### config.mk
export PLATFORM = sky130hd
export DESIGN_NAME = local_mem_port
export DESIGN_NICKNAME = d
export VERILOG_FILES = /design/src/core/byte_fifo.v /design/src/core/local_mem_port.v
export VERILOG_INCLUDE_DIRS = /design/src /design/src/pkg
export SDC_FILE = /design/constraint.sdc
export NUM_CORES = 1
export LEC_CHECK = 0
export BUFFER_PORTS_ARGS = -buffer_cell sky130_fd_sc_hd__buf_2
export CORE_ASPECT_RATIO = 0.75
export CORE_MARGIN = 2
export CORE_UTILIZATION = 30
export DETAILED_ROUTE_END_ITERATION = 10
export PLACE_DENSITY = 0.51
export SETUP_SLACK_MARGIN = 0.3
export SLEW_MARGIN = 20
export SYNTH_ARGS = -nofsm -noshare
export SYNTH_HDL_FRONTEND = slang
export SYNTH_SLANG_ARGS = --single-unit
### constraint.sdc
create_clock -name clk_i -period 4.3 [get_ports clk_i]
set_input_delay 0.43 -clock clk_i [delete_from_list [all_inputs] [get_ports clk_i]]
set_output_delay 0.43 -clock clk_i [all_outputs]
set_load 0.02 [all_outputs]
### src/pkg/local_mem_defines.vh
`ifndef LOCAL_MEM_DEFINES_VH
`define LOCAL_MEM_DEFINES_VH

// Power-up strap layout on the multiplexed bus
`define STRAP_SLOW_BIT      0
`define STRAP_SIZE_LSB      1
`define STRAP_SIZE_MSB      3
`define SIZE_CODE_NONE      3'h7
// Size codes above this one need more than 16 address bits
`define SIZE_CODE_16BIT_MAX 3'h2
// Interrupt drive select bit position in the DMA control register
`define DMA_CTRL_IRQ_TOTEM_BIT 3
// Extra data cycles for slow memory
`define SLOW_EXTRA_CYCLES   4'h2
// Base data-phase length in cycles
`define DATA_BASE_CYCLES    4'h2
// Strobe pulse width in cycles
`define STROBE_CYCLES       4'h1
// First and last lane numbers
`define LANE_LAST           2'h3
`define LANE_FIRST          2'h0

`endif

### src/core/byte_fifo.v
`timescale 1ns/100ps
module byte_fifo #(
  parameter WIDTH = 8,
  parameter DEPTH = 8,
  parameter AW    = 3
) (
  input  wire             clk_i,
  input  wire             nrst_i,
  input  wire [WIDTH-1:0] in_data_i,
  input  wire             in_valid_i,
  output wire             in_ready_o,
  output wire [WIDTH-1:0] out_data_o,
  output wire             out_valid_o,
  input  wire             out_ready_i
);
  reg [WIDTH-1:0] mem [0:DEPTH-1];
  reg [AW-1:0]    wr_ptr_reg;
  reg [AW-1:0]    rd_ptr_reg;
  reg [AW:0]      count_reg;
  wire            push;
  wire            pop;

  // Honest full and empty from a shared count
  assign in_ready_o  = (count_reg != DEPTH[AW:0]);
  assign out_valid_o = (count_reg != {(AW+1){1'b0}});
  assign out_data_o  = mem[rd_ptr_reg];
  assign push        = in_valid_i & in_ready_o;
  assign pop         = out_valid_o & out_ready_i;

  // Storage has no reset; only pointers matter
  always @(posedge clk_i) begin
    if (push) begin
      mem[wr_ptr_reg] <= in_data_i;
    end
  end

  // Pointer and count update
  always @(posedge clk_i or negedge nrst_i) begin
    if (!nrst_i) begin
      wr_ptr_reg <= {AW{1'b0}};
      rd_ptr_reg <= {AW{1'b0}};
      count_reg  <= {(AW+1){1'b0}};
    end else begin
      if (push) begin
        wr_ptr_reg <= (wr_ptr_reg == DEPTH[AW-1:0] - 1'b1) ? {AW{1'b0}}
                      : wr_ptr_reg + 1'b1;
      end
      if (pop) begin
        rd_ptr_reg <= (rd_ptr_reg == DEPTH[AW-1:0] - 1'b1) ? {AW{1'b0}}
                      : rd_ptr_reg + 1'b1;
      end
      if (push & ~pop) begin
        count_reg <= count_reg + 1'b1;
      end else if (pop & ~push) begin
        count_reg <= count_reg - 1'b1;
      end
    end
  end
endmodule

### src/core/local_mem_port.v
// What this block does
// Interrupt pin goes low while an interrupt condition is pending.
// Drive-select bit picks open drain with pull-up or totem pole drive.
// Byte order low: first storage byte lands on host lane zero, ascending.
// Byte order low: host lane zero goes out first, then ascending lanes.
// Byte order high: lane three first, descending, both directions.
// Little endian: location 0 on lane zero, location 3 on lane three.
// Big endian: location 0 on lane three, location 3 on lane zero.
// Address up to 20 bits sent a byte at a time, high byte first.
// Low strobe pulses to latch the least significant address byte.
// Middle strobe pulses to latch address bits 15 to 8.
// Shared pin is high strobe only if size over 16 bits and ROM enabled.
// Write strobe asserted low while writing data to flash.
// Read enable asserted low only during reads.
// Chip select asserted low to select the memory for accesses.
// After addressing, the bus carries write data out or read data in.
// Slow-memory strap low adds two cycles to each data access.
// Three-bit size strap: 16 KB doubling to 1024 KB, 111 means none.
// All address bytes strobed before chip select and data strobes.
`timescale 1ns/100ps
`include "local_mem_defines.vh"
module local_mem_port #(
  parameter FIFO_DEPTH = 8,
  parameter FIFO_AW    = 3
) (
  input  wire        clk_i,
  input  wire        nrst_i,
  // Host side request
  input  wire        req_valid_i,
  input  wire        req_write_i,
  input  wire [19:0] req_addr_i,
  input  wire [31:0] req_wdata_i,
  output reg         req_ready_o,
  output reg  [31:0] rsp_rdata_o,
  output reg         rsp_valid_o,
  // Configuration and status
  input  wire        byte_order_select_i,
  input  wire        rom_base_enable_i,
  input  wire [7:0]  dma_control_reg_i,
  input  wire        irq_pending_i,
  input  wire        gpio_out_i,
  input  wire        gpio_oe_n_i,
  output reg         gpio_in_o,
  output reg  [2:0]  mem_size_code_o,
  output reg         slow_mem_o,
  output reg         no_ext_mem_o,
  // Interrupt pin, three signals
  output reg         irq_n_o,
  output reg         irq_oe_n_o,
  output reg         irq_pullup_o,
  // Local memory pins
  input  wire [7:0]  local_addr_data_bus_i,
  output reg  [7:0]  local_addr_data_bus_o,
  output reg         local_addr_data_bus_oe_n_o,
  output reg         addr_strobe_low_n_o,
  output reg         addr_strobe_mid_n_o,
  input  wire        gp_pin_or_addr_strobe_high_i,
  output reg         gp_pin_or_addr_strobe_high_o,
  output reg         gp_pin_or_addr_strobe_high_oe_n_o,
  output reg         local_write_strobe_n_o,
  output reg         local_read_enable_n_o,
  output reg         local_chip_select_n_o
);
  localparam [6:0] ST_STRAP = 7'h01;
  localparam [6:0] ST_IDLE  = 7'h02;
  localparam [6:0] ST_ADDR  = 7'h04;
  localparam [6:0] ST_STRB  = 7'h08;
  localparam [6:0] ST_DATA  = 7'h10;
  localparam [6:0] ST_NEXT  = 7'h20;
  localparam [6:0] ST_DONE  = 7'h40;

  reg [6:0]  state_reg;
  reg [1:0]  abyte_reg;
  reg [1:0]  beat_reg;
  reg [3:0]  cnt_reg;
  reg        write_reg;
  reg [19:0] addr_reg;
  reg [31:0] rdata_reg;
  reg        high_strobe_en_reg;
  wire       fifo_in_ready;
  wire [7:0] fifo_out_data;
  wire       fifo_out_valid;
  wire       fifo_in_valid;
  wire       fifo_out_ready;
  wire [3:0] data_cycles;
  wire [1:0] first_abyte;
  wire [1:0] lane;

  // Host lane for a given memory beat
  function [1:0] lane_of;
    input [1:0] beat;
    input       big;
    begin
      lane_of = big ? (`LANE_LAST - beat) : beat;
    end
  endfunction

  // Pick a byte lane out of a word
  function [7:0] lane_byte;
    input [31:0] word;
    input [1:0]  ln;
    begin
      lane_byte = word[ln*8 +: 8];
    end
  endfunction

  assign data_cycles = slow_mem_o ? (`DATA_BASE_CYCLES + `SLOW_EXTRA_CYCLES)
                       : `DATA_BASE_CYCLES;
  // Skip the top byte when only 16 address bits are strobed
  assign first_abyte = high_strobe_en_reg ? 2'h2 : 2'h1;
  assign lane        = lane_of(beat_reg, byte_order_select_i);
  // Write bytes go straight out by lane; only reads queue bytes from the bus
  // A full queue would lose the byte; one pop per push keeps it shallow
  assign fifo_in_valid  = (state_reg == ST_DATA) & ~write_reg
                          & (cnt_reg == 4'h1) & fifo_in_ready;
  assign fifo_out_ready = (state_reg == ST_NEXT);

  byte_fifo #(
    .WIDTH (8),
    .DEPTH (FIFO_DEPTH),
    .AW    (FIFO_AW)
  ) u_fifo (
    .clk_i       (clk_i),
    .nrst_i      (nrst_i),
    .in_data_i   (local_addr_data_bus_i),
    .in_valid_i  (fifo_in_valid),
    .in_ready_o  (fifo_in_ready),
    .out_data_o  (fifo_out_data),
    .out_valid_o (fifo_out_valid),
    .out_ready_i (fifo_out_ready)
  );

  // Interrupt pin drive
  always @(posedge clk_i or negedge nrst_i) begin
    if (!nrst_i) begin
      irq_n_o      <= 1'b1;
      irq_oe_n_o   <= 1'b1;
      irq_pullup_o <= 1'b1;
    end else begin
      irq_n_o <= ~irq_pending_i;
      // Open drain only drives while low; totem pole always drives
      if (dma_control_reg_i[`DMA_CTRL_IRQ_TOTEM_BIT]) begin
        irq_oe_n_o   <= 1'b0;
        irq_pullup_o <= 1'b0;
      end else begin
        irq_oe_n_o   <= ~irq_pending_i;
        irq_pullup_o <= 1'b1;
      end
    end
  end

  // Shared pin: high strobe or plain general-purpose I/O
  always @(posedge clk_i or negedge nrst_i) begin
    if (!nrst_i) begin
      gpio_in_o <= 1'b0;
      high_strobe_en_reg <= 1'b0;
      gp_pin_or_addr_strobe_high_o      <= 1'b1;
      gp_pin_or_addr_strobe_high_oe_n_o <= 1'b1;
    end else begin
      gpio_in_o <= gp_pin_or_addr_strobe_high_i;
      high_strobe_en_reg <= rom_base_enable_i & ~no_ext_mem_o
        & (mem_size_code_o > `SIZE_CODE_16BIT_MAX);
      if (high_strobe_en_reg) begin
        gp_pin_or_addr_strobe_high_oe_n_o <= 1'b0;
        // One-cycle pulse, so the latch closes before the bus moves on
        gp_pin_or_addr_strobe_high_o <= ~((state_reg == ST_STRB)
          & (abyte_reg == 2'h2) & (cnt_reg == 4'h0));
      end else begin
        gp_pin_or_addr_strobe_high_oe_n_o <= gpio_oe_n_i;
        gp_pin_or_addr_strobe_high_o      <= gpio_out_i;
      end
    end
  end

  // Access sequencer
  always @(posedge clk_i or negedge nrst_i) begin
    if (!nrst_i) begin
      state_reg <= ST_STRAP;
      abyte_reg <= 2'h0;
      beat_reg  <= 2'h0;
      cnt_reg   <= 4'h0;
      write_reg <= 1'b0;
      addr_reg  <= 20'h00000;
      rdata_reg <= 32'h00000000;
      mem_size_code_o <= `SIZE_CODE_NONE;
      slow_mem_o      <= 1'b0;
      no_ext_mem_o    <= 1'b1;
      req_ready_o     <= 1'b0;
      rsp_valid_o     <= 1'b0;
      rsp_rdata_o     <= 32'h00000000;
      local_addr_data_bus_o      <= 8'h00;
      local_addr_data_bus_oe_n_o <= 1'b1;
      addr_strobe_low_n_o    <= 1'b1;
      addr_strobe_mid_n_o    <= 1'b1;
      local_write_strobe_n_o <= 1'b1;
      local_read_enable_n_o  <= 1'b1;
      local_chip_select_n_o  <= 1'b1;
    end else begin
      rsp_valid_o <= 1'b0;
      case (state_reg)
        ST_STRAP: begin
          // Straps sampled once, after reset release, bus not driven
          mem_size_code_o <=
            local_addr_data_bus_i[`STRAP_SIZE_MSB:`STRAP_SIZE_LSB];
          no_ext_mem_o <= (local_addr_data_bus_i[`STRAP_SIZE_MSB:
            `STRAP_SIZE_LSB] == `SIZE_CODE_NONE);
          slow_mem_o <= ~local_addr_data_bus_i[`STRAP_SLOW_BIT];
          req_ready_o <= 1'b1;
          state_reg <= ST_IDLE;
        end
        ST_IDLE: begin
          if (req_valid_i) begin
            req_ready_o <= 1'b0;
            write_reg <= req_write_i;
            addr_reg  <= {req_addr_i[19:2], 2'h0};
            rdata_reg <= req_wdata_i;
            abyte_reg <= first_abyte;
            beat_reg  <= 2'h0;
            state_reg <= ST_ADDR;
          end
        end
        ST_ADDR: begin
          // Address byte on the bus a cycle before its strobe
          local_addr_data_bus_oe_n_o <= 1'b0;
          local_addr_data_bus_o <= (abyte_reg == 2'h2)
            ? {4'h0, addr_reg[19:16]}
            : (abyte_reg == 2'h1) ? addr_reg[15:8] : addr_reg[7:0];
          state_reg <= ST_STRB;
        end
        ST_STRB: begin
          // Strobe low then back high, latch clocks on the rising edge
          if (cnt_reg == 4'h0) begin
            addr_strobe_mid_n_o <= ~(abyte_reg == 2'h1);
            addr_strobe_low_n_o <= ~(abyte_reg == 2'h0);
            cnt_reg <= `STROBE_CYCLES;
          end else begin
            addr_strobe_mid_n_o <= 1'b1;
            addr_strobe_low_n_o <= 1'b1;
            cnt_reg <= 4'h0;
            if (abyte_reg == 2'h0) begin
              state_reg <= ST_DATA;
              cnt_reg <= data_cycles;
              local_chip_select_n_o <= 1'b0;
              local_addr_data_bus_oe_n_o <= ~write_reg;
              local_addr_data_bus_o <= lane_byte(rdata_reg, lane);
              local_write_strobe_n_o <= ~write_reg;
              local_read_enable_n_o  <= write_reg;
            end else begin
              abyte_reg <= abyte_reg - 2'h1;
              state_reg <= ST_ADDR;
            end
          end
        end
        ST_DATA: begin
          // Data sampled and strobes released on the last cycle
          if (cnt_reg == 4'h1) begin
            local_write_strobe_n_o <= 1'b1;
            local_read_enable_n_o  <= 1'b1;
            state_reg <= write_reg ? ST_DONE : ST_NEXT;
          end
          cnt_reg <= cnt_reg - 4'h1;
        end
        ST_NEXT: begin
          // One read byte drained into its lane per visit
          if (fifo_out_valid) begin
            rdata_reg[lane*8 +: 8] <= fifo_out_data;
          end
          state_reg <= ST_DONE;
        end
        ST_DONE: begin
          local_chip_select_n_o <= 1'b1;
          local_addr_data_bus_oe_n_o <= 1'b1;
          if (beat_reg == `LANE_LAST) begin
            rsp_valid_o <= 1'b1;
            rsp_rdata_o <= rdata_reg;
            req_ready_o <= 1'b1;
            state_reg <= ST_IDLE;
          end else begin
            // Next location: only the low byte is re-strobed
            beat_reg  <= beat_reg + 2'h1;
            addr_reg  <= addr_reg + 20'h00001;
            abyte_reg <= 2'h0;
            state_reg <= ST_ADDR;
          end
        end
        default: begin
          state_reg <= ST_IDLE;
        end
      endcase
    end
  end

endmodule

# Word level (Yosys, flattened, before mapping)
# Memories as Yosys holds them, arrays and structs flattened.
# Cells that the tools add are included.
# op_classes
n_addsub,10
mul,0
div_mod_pow,0
order_cmp,1
eq_ne,23
n_shift,3
n_mux,61
bitwise,20
reduce_logical,23
# op_table
operator,n
32-bit 2-to-1 mux,2
32-bit case mux with 2 select lines,1
7-bit case mux with 6 select lines,1
20-bit 2-to-1 mux,2
20-bit case mux with 2 select lines,1
5-bit negator with 34-bit output,1
8-bit by 34-bit variable shift with 32-bit output (first input constant),1
8-bit by 34-bit variable part select with 32-bit output,1
32-bit bitwise mux,1
8-bit 2-to-1 mux,4
32-bit by 6-bit variable part select with 8-bit output,1
7-bit 2-to-1 mux,4
3-bit AND reduction,7
20-bit by 1-bit adder with 20-bit output (second input constant),1
1-bit 2-to-1 mux,19
3-bit 2-to-1 mux,6
2-bit 2-to-1 mux,8
8-bit case mux with 2 select lines,1
2-bit nonzero test,6
1-bit bitwise AND,11
2-bit != test (second input constant),5
3-bit equality test (second input constant),3
1-bit inverter,9
3-bit nonzero test,3
other kinds (32),42
# totals
register_bits,138
latchBits,0
ram_bits,64
romBits,0
in_bits,78
out_inout_bits,59
word_cells,172
n_memories,1
# memory_table
name,words,word_bits,read_ports,rd_clocked_by_memory_dff,wr,line,source
u_fifo.mem,8,8,1,0,1,byte_fifo.v:16,reg [WIDTH-1:0] mem [0:DEPTH-1];

# Depth between registers and ports, before layout
# logic_depth
depth_word,9
depth_mapped,13
mapped_depth_nobuf,13

# Modules after synthesis
# From an unflattened synthesis, not the netlist that was laid out.
# unflattened
cells_unflattened,872
area_unflattened_um2,10659.0
# modules_own_cells
mod,n_inst,cells_per_inst,area_per_inst_um2,seq_area_each_um2
local_mem_port,1,713,7494.7,3223.1
byte_fifo,1,159,3164.3,2172.1

# Worst setup path before layout
# Ideal clock, no wire load.
# synth_timing
path_kind,flip-flop to flip-flop
from,reg state_reg[1]
to,reg u_fifo.count_reg[3]
setup_time_ps,125
arrival_time_ps,2730
t_required_ps,4175
slack_ps,1445
path_stages_with_launch,13
n_path_buf,1
synth_period_minus_slack_ps,2855
path_cell_list,dfrtp_1 or4b_1 or2_1 buf_2 a211oi_4 ha_1 inv_1 ha_1 a21o_1 a21oi_1 xnor2_1 nor2_1 xor2_1
# synth_via
elab_chain_cells,8
elab_cells_between_ends,13
cone_classes,eq/ne (2); mux (1); bitwise (9); reduce/logical (1)
# synth_lines
element,line,source
start: declaration,local_mem_port.v:72,reg [6:0] state_reg;
start signal: assignment,local_mem_port.v:259,state_reg <= write_reg ? ST_DONE : ST_NEXT;
7-bit by 5-bit equality test with 1-bit output *,local_mem_port.v:114,assign fifo_in_valid = (state_reg == ST_DATA) & ~write_reg
1-bit bitwise AND *,local_mem_port.v:114,
1-bit bitwise AND * (2 in a row),local_mem_port.v:115,& (cnt_reg == 4'h1) & fifo_in_ready;
1-bit bitwise AND *,byte_fifo.v:27,assign push = in_valid_i & in_ready_o;
via u_fifo.push,byte_fifo.v:20,wire push;
1-bit inverter,byte_fifo.v:54,end else if (pop & ~push) begin
1-bit bitwise AND,byte_fifo.v:54,
2-bit nonzero test (no source line),-,
end signal: assignment,byte_fifo.v:42,count_reg <= {(AW+1){1'b0}};
end signal: assignment,byte_fifo.v:53,count_reg <= count_reg + 1'b1;
end signal: assignment,byte_fifo.v:55,count_reg <= count_reg - 1'b1;
end: declaration,byte_fifo.v:19,reg [AW:0] count_reg;
# Mark *: on every way through the listed nets, which the timed path passes. The rest lies on a longest branch.
# A chain may end at the register's enable or synchronous reset.

# Worst setup path in the final report
# Ends and elaborated chain as after synthesis.

==> summary.txt <==
Setup path
  • Setup crit end kind: flip-flop
  • CP Class: flip-flop to flip-flop
  • FF-to-FF Start: state_reg[1]$_DFFE_PN0P_
  • Flop2flop setup slack: 1.05 ns
  • WP buf/inv: 1
  • Max stage delay cell, worst path: or4b_1
  • CP Data Required Time: 4.73 ns
  • Startpoint types: flip-flop
  • R2R cell count: 11
  • Cell-by-cell trace of the critical path: or4b_1 -> or2_1 -> a211oi_4 -> ha_1 -> inv_1 -> ha_1 -> a21o_1 -> a21oi_1 -> xnor2_1 -> nor2_1 -> xor2_1
  • Crit path max-delay family: simple AND/OR/NAND/NOR gates
  • Crit-path max FO: 13
  • Most used cell, CP: ha_1
  • Crit path DAT: 3.68 ns
  • Worst reg2reg path endpoint: u_fifo.count_reg[3]$_DFFE_PN0P_
  • Worst path max stage delay: 0.58 ns

Synthesis
  • Most instantiated cells after synthesis: dfrtp_1 (122), nor2_1 (80), edfxtp_1 (64)
  • Largest family of logic cells by synthesized area: multiplexers
  • XOR/XNOR Fraction of Synth Area: 0.00647
  • Ys async rst share: 0.683
  • Synth top area share: 0.322
  • Syn nets: 861
  • Distinct cells, synth: 60
  • Number of synthesized flops with an enable pin: 64
  • Ys flop type: dfrtp_1
  • Synth Area per Inst: 12.4 sq um
  • Register area share after synthesis: 0.569
  • Leading cell types by total area after synthesis: dfrtp_1 (32%), edfxtp_1 (20%), mux4_2 (6.7%)
  • Register bit total from synthesis: 202
  • Top-count cell post-synth: dfrtp_1
  • Gate Count Post-Synth: 764
  • Multiplexer share of the synthesized area: 0.152
  • Compound-cell area share of the yosys netlist: 0.118
  • Adder-Cell Fraction of Synth Area: 0.0259
  • Post-Syn Area: 9480 sq um
  • Largest area contributor in the netlist: dfrtp_1
  • Simple-Gate Fraction of Synth Area: 0.103
  • Synth warn: 0

Floorplan
  • Die area: 33000 sq um
  • Top Ports: 137
  • Die Y: 158 microns
  • Core Area: 31200 sq um
  • Width of the chip: 209 microns
  • Row count: 56
  • Starting Density: 0.304

CTS
  • Clock transition at path regs: 0.06 ns
  • Num CTS Buffers: 24
  • Clk sinks: 202
  • Clock insertion delay at the later pin of the skew report: 0.55 ns
  • Setup bufs post-CTS: 0
  • Cts hold-fix bufs: 4
  • Post-CTS Resized: 0
  • Max Root-Sink Buffers: 3
  • H-tree depth: 1
  • Clock root buffer: clkbuf_16
  • CTS tree: done

Detailed routing
  • DRT antenna net count: 0
  • DR WL/cell: 20.2 microns
  • Number of iterations in the first detailed-routing pass: 5
  • DRC: 0
  • Vias per cell: 5.12
  • Vias: 6771
  • Final WL: 26700 microns
  • Iter 0 DRT Violations: 470

STA
  • Hold_ws: -0.0152 ns
  • Sum Neg Setup Slack: 0 ns
  • Slew Viols, Final: 0
  • Fin crit share: 0.756
  • Final hold violation count: 1
  • Max Freq: 0.308 GHz
  • Worst Max-Slew Pin Slew: 0.995 ns
  • Slack of the critical path: 1.05 ns
  • Post-layout min period: 3.25 ns
  • RSZ-0062 raised after global routing: false
  • Setup violations, final: 0
  • Clock Skew: 0.0345 ns
  • Max-Slew Margin vs Limit: 0.331

Global routing
  • Vias in the first global route: 6546
  • First-pass GRT wire length: 40900 microns
  • Pin count of the biggest net entering global routing: 94
  • Gr usage total: 0.163
  • Initial antenna violation count: 1
  • Grt ovf: 0

Final layout
  • Post-route cell area: 11500 sq um
  • Max reg flops: 64
  • Area growth syn-to-layout: 21.7%
  • Layout cells sized above 1: 0.317
  • Final #Nets: 996
  • # fillers: 3062
  • Finished Layout Cells: 1323
  • Antenna Diode Count: 0

Job
  • MaxCap Viol Count: 0

Placed design
  • Placed cell area: 10600 sq um
  • HPWL Detailed: 18800 microns
  • Input/output buffers: 127
  • Gpl congestion: 0.831
  • Pre-CTS setup slack: 1.05 ns
  • Dpl cells: 1275

Power and ir drop
  • Worst vdd ir: 0.354 mV
  • Tot Pwr: 6.37 mW
  • Static leakage: 4.85 nW
  • Pwr dens: 552 nW/um^2

Outcome
  • Failing checks: hold timing
  • Status: finished with violations

Worst hold path
  • Worst hold path type: input port to asynchronous set/reset pin
==> per-stage QoR <==
stage / utilization / hold WS (ns)
after CTS: 0.370 / 0.0206
after global placement: 0.340 / 0.462
after floorplan: - / 0.134
after detailed placement: 0.340 / 0.466
after global routing: 0.370 / 0.0474
final: 0.370 / -0.0152
==> layer usage <==
metal  routed length [microns]  global-route usage
met1                     13500               0.258
met2                     11100               0.229
met3                      1640              0.0294
met4                       498              0.0350
met5                         0                   0
==> cells by family after synthesis <==
logic type / Yosys count
buf+inv: 56
mux: 102
xor+xnor: 7
other cells: 1
compound gates: 174
fa+ha+maj: 19
simple gates: 203
flops: 202
==> power breakdown <==
part | total (mW) | leakage, nW | switching (mW) | internal (mW)
Sequential | 2.81 | 2.26 | 0.437 | 2.37
Combinational | 1.26 | 2.17 | 0.703 | 0.552
Clock | 2.30 | 0.423 | 0.871 | 1.43
==> how the worst max path moves through the flow <==
stage                                   startpoint                         endpoint  slack (ns)  cells after the start
after floorplan           state_reg[1]$_DFFE_PN0P_  u_fifo.count_reg[3]$_DFFE_PN0P_        1.44                     12
after global placement    state_reg[1]$_DFFE_PN0P_  u_fifo.count_reg[3]$_DFFE_PN0P_        1.07                     11
after detailed placement  state_reg[1]$_DFFE_PN0P_  u_fifo.count_reg[3]$_DFFE_PN0P_        1.05                     11
after CTS                 state_reg[1]$_DFFE_PN0P_  u_fifo.count_reg[3]$_DFFE_PN0P_        1.04                     11
after global routing      state_reg[1]$_DFFE_PN0P_  u_fifo.count_reg[3]$_DFFE_PN0P_        0.83                     11
final                     state_reg[1]$_DFFE_PN0P_  u_fifo.count_reg[3]$_DFFE_PN0P_        1.05                     11
==> cells in the final DEF, fill, tap and decap left out, drive strengths merged, types with 4 or more instances in the layout <==
cell type,Yosys,final
a21oi,57,57
a2bb2oi,10,10
o22ai,9,9
o21ai,36,36
nand4,6,6
nand2b,6,6
xnor2,4,4
nand3,22,22
a31oi,7,7
nand2,50,50
mux2,53,53
nor4,4,4
buf,21,143
dfrtp,122,122
edfxtp,64,64
nor3,10,10
mux4,28,28
dlygate4sd3,0,4
inv,17,18
ha,18,18
nor2,80,80
clkinv,1,5
bufinv,0,6
a22oi,35,35
o32ai,5,5
clkbuf,17,30
mux2i,21,21
dfstp,16,16
==> cell type report <==
class,instances,area (sq um),area share
multi-input combinational,506,3860,0.335
tap,406,508,0.0441
inverter,18,67.6,0.00586
timing repair buffer,147,802,0.0696
sequential,202,5400,0.468
clock inverter,14,254,0.0220
clock buffer,30,643,0.0558
Power figures use the tool's default switching activity.
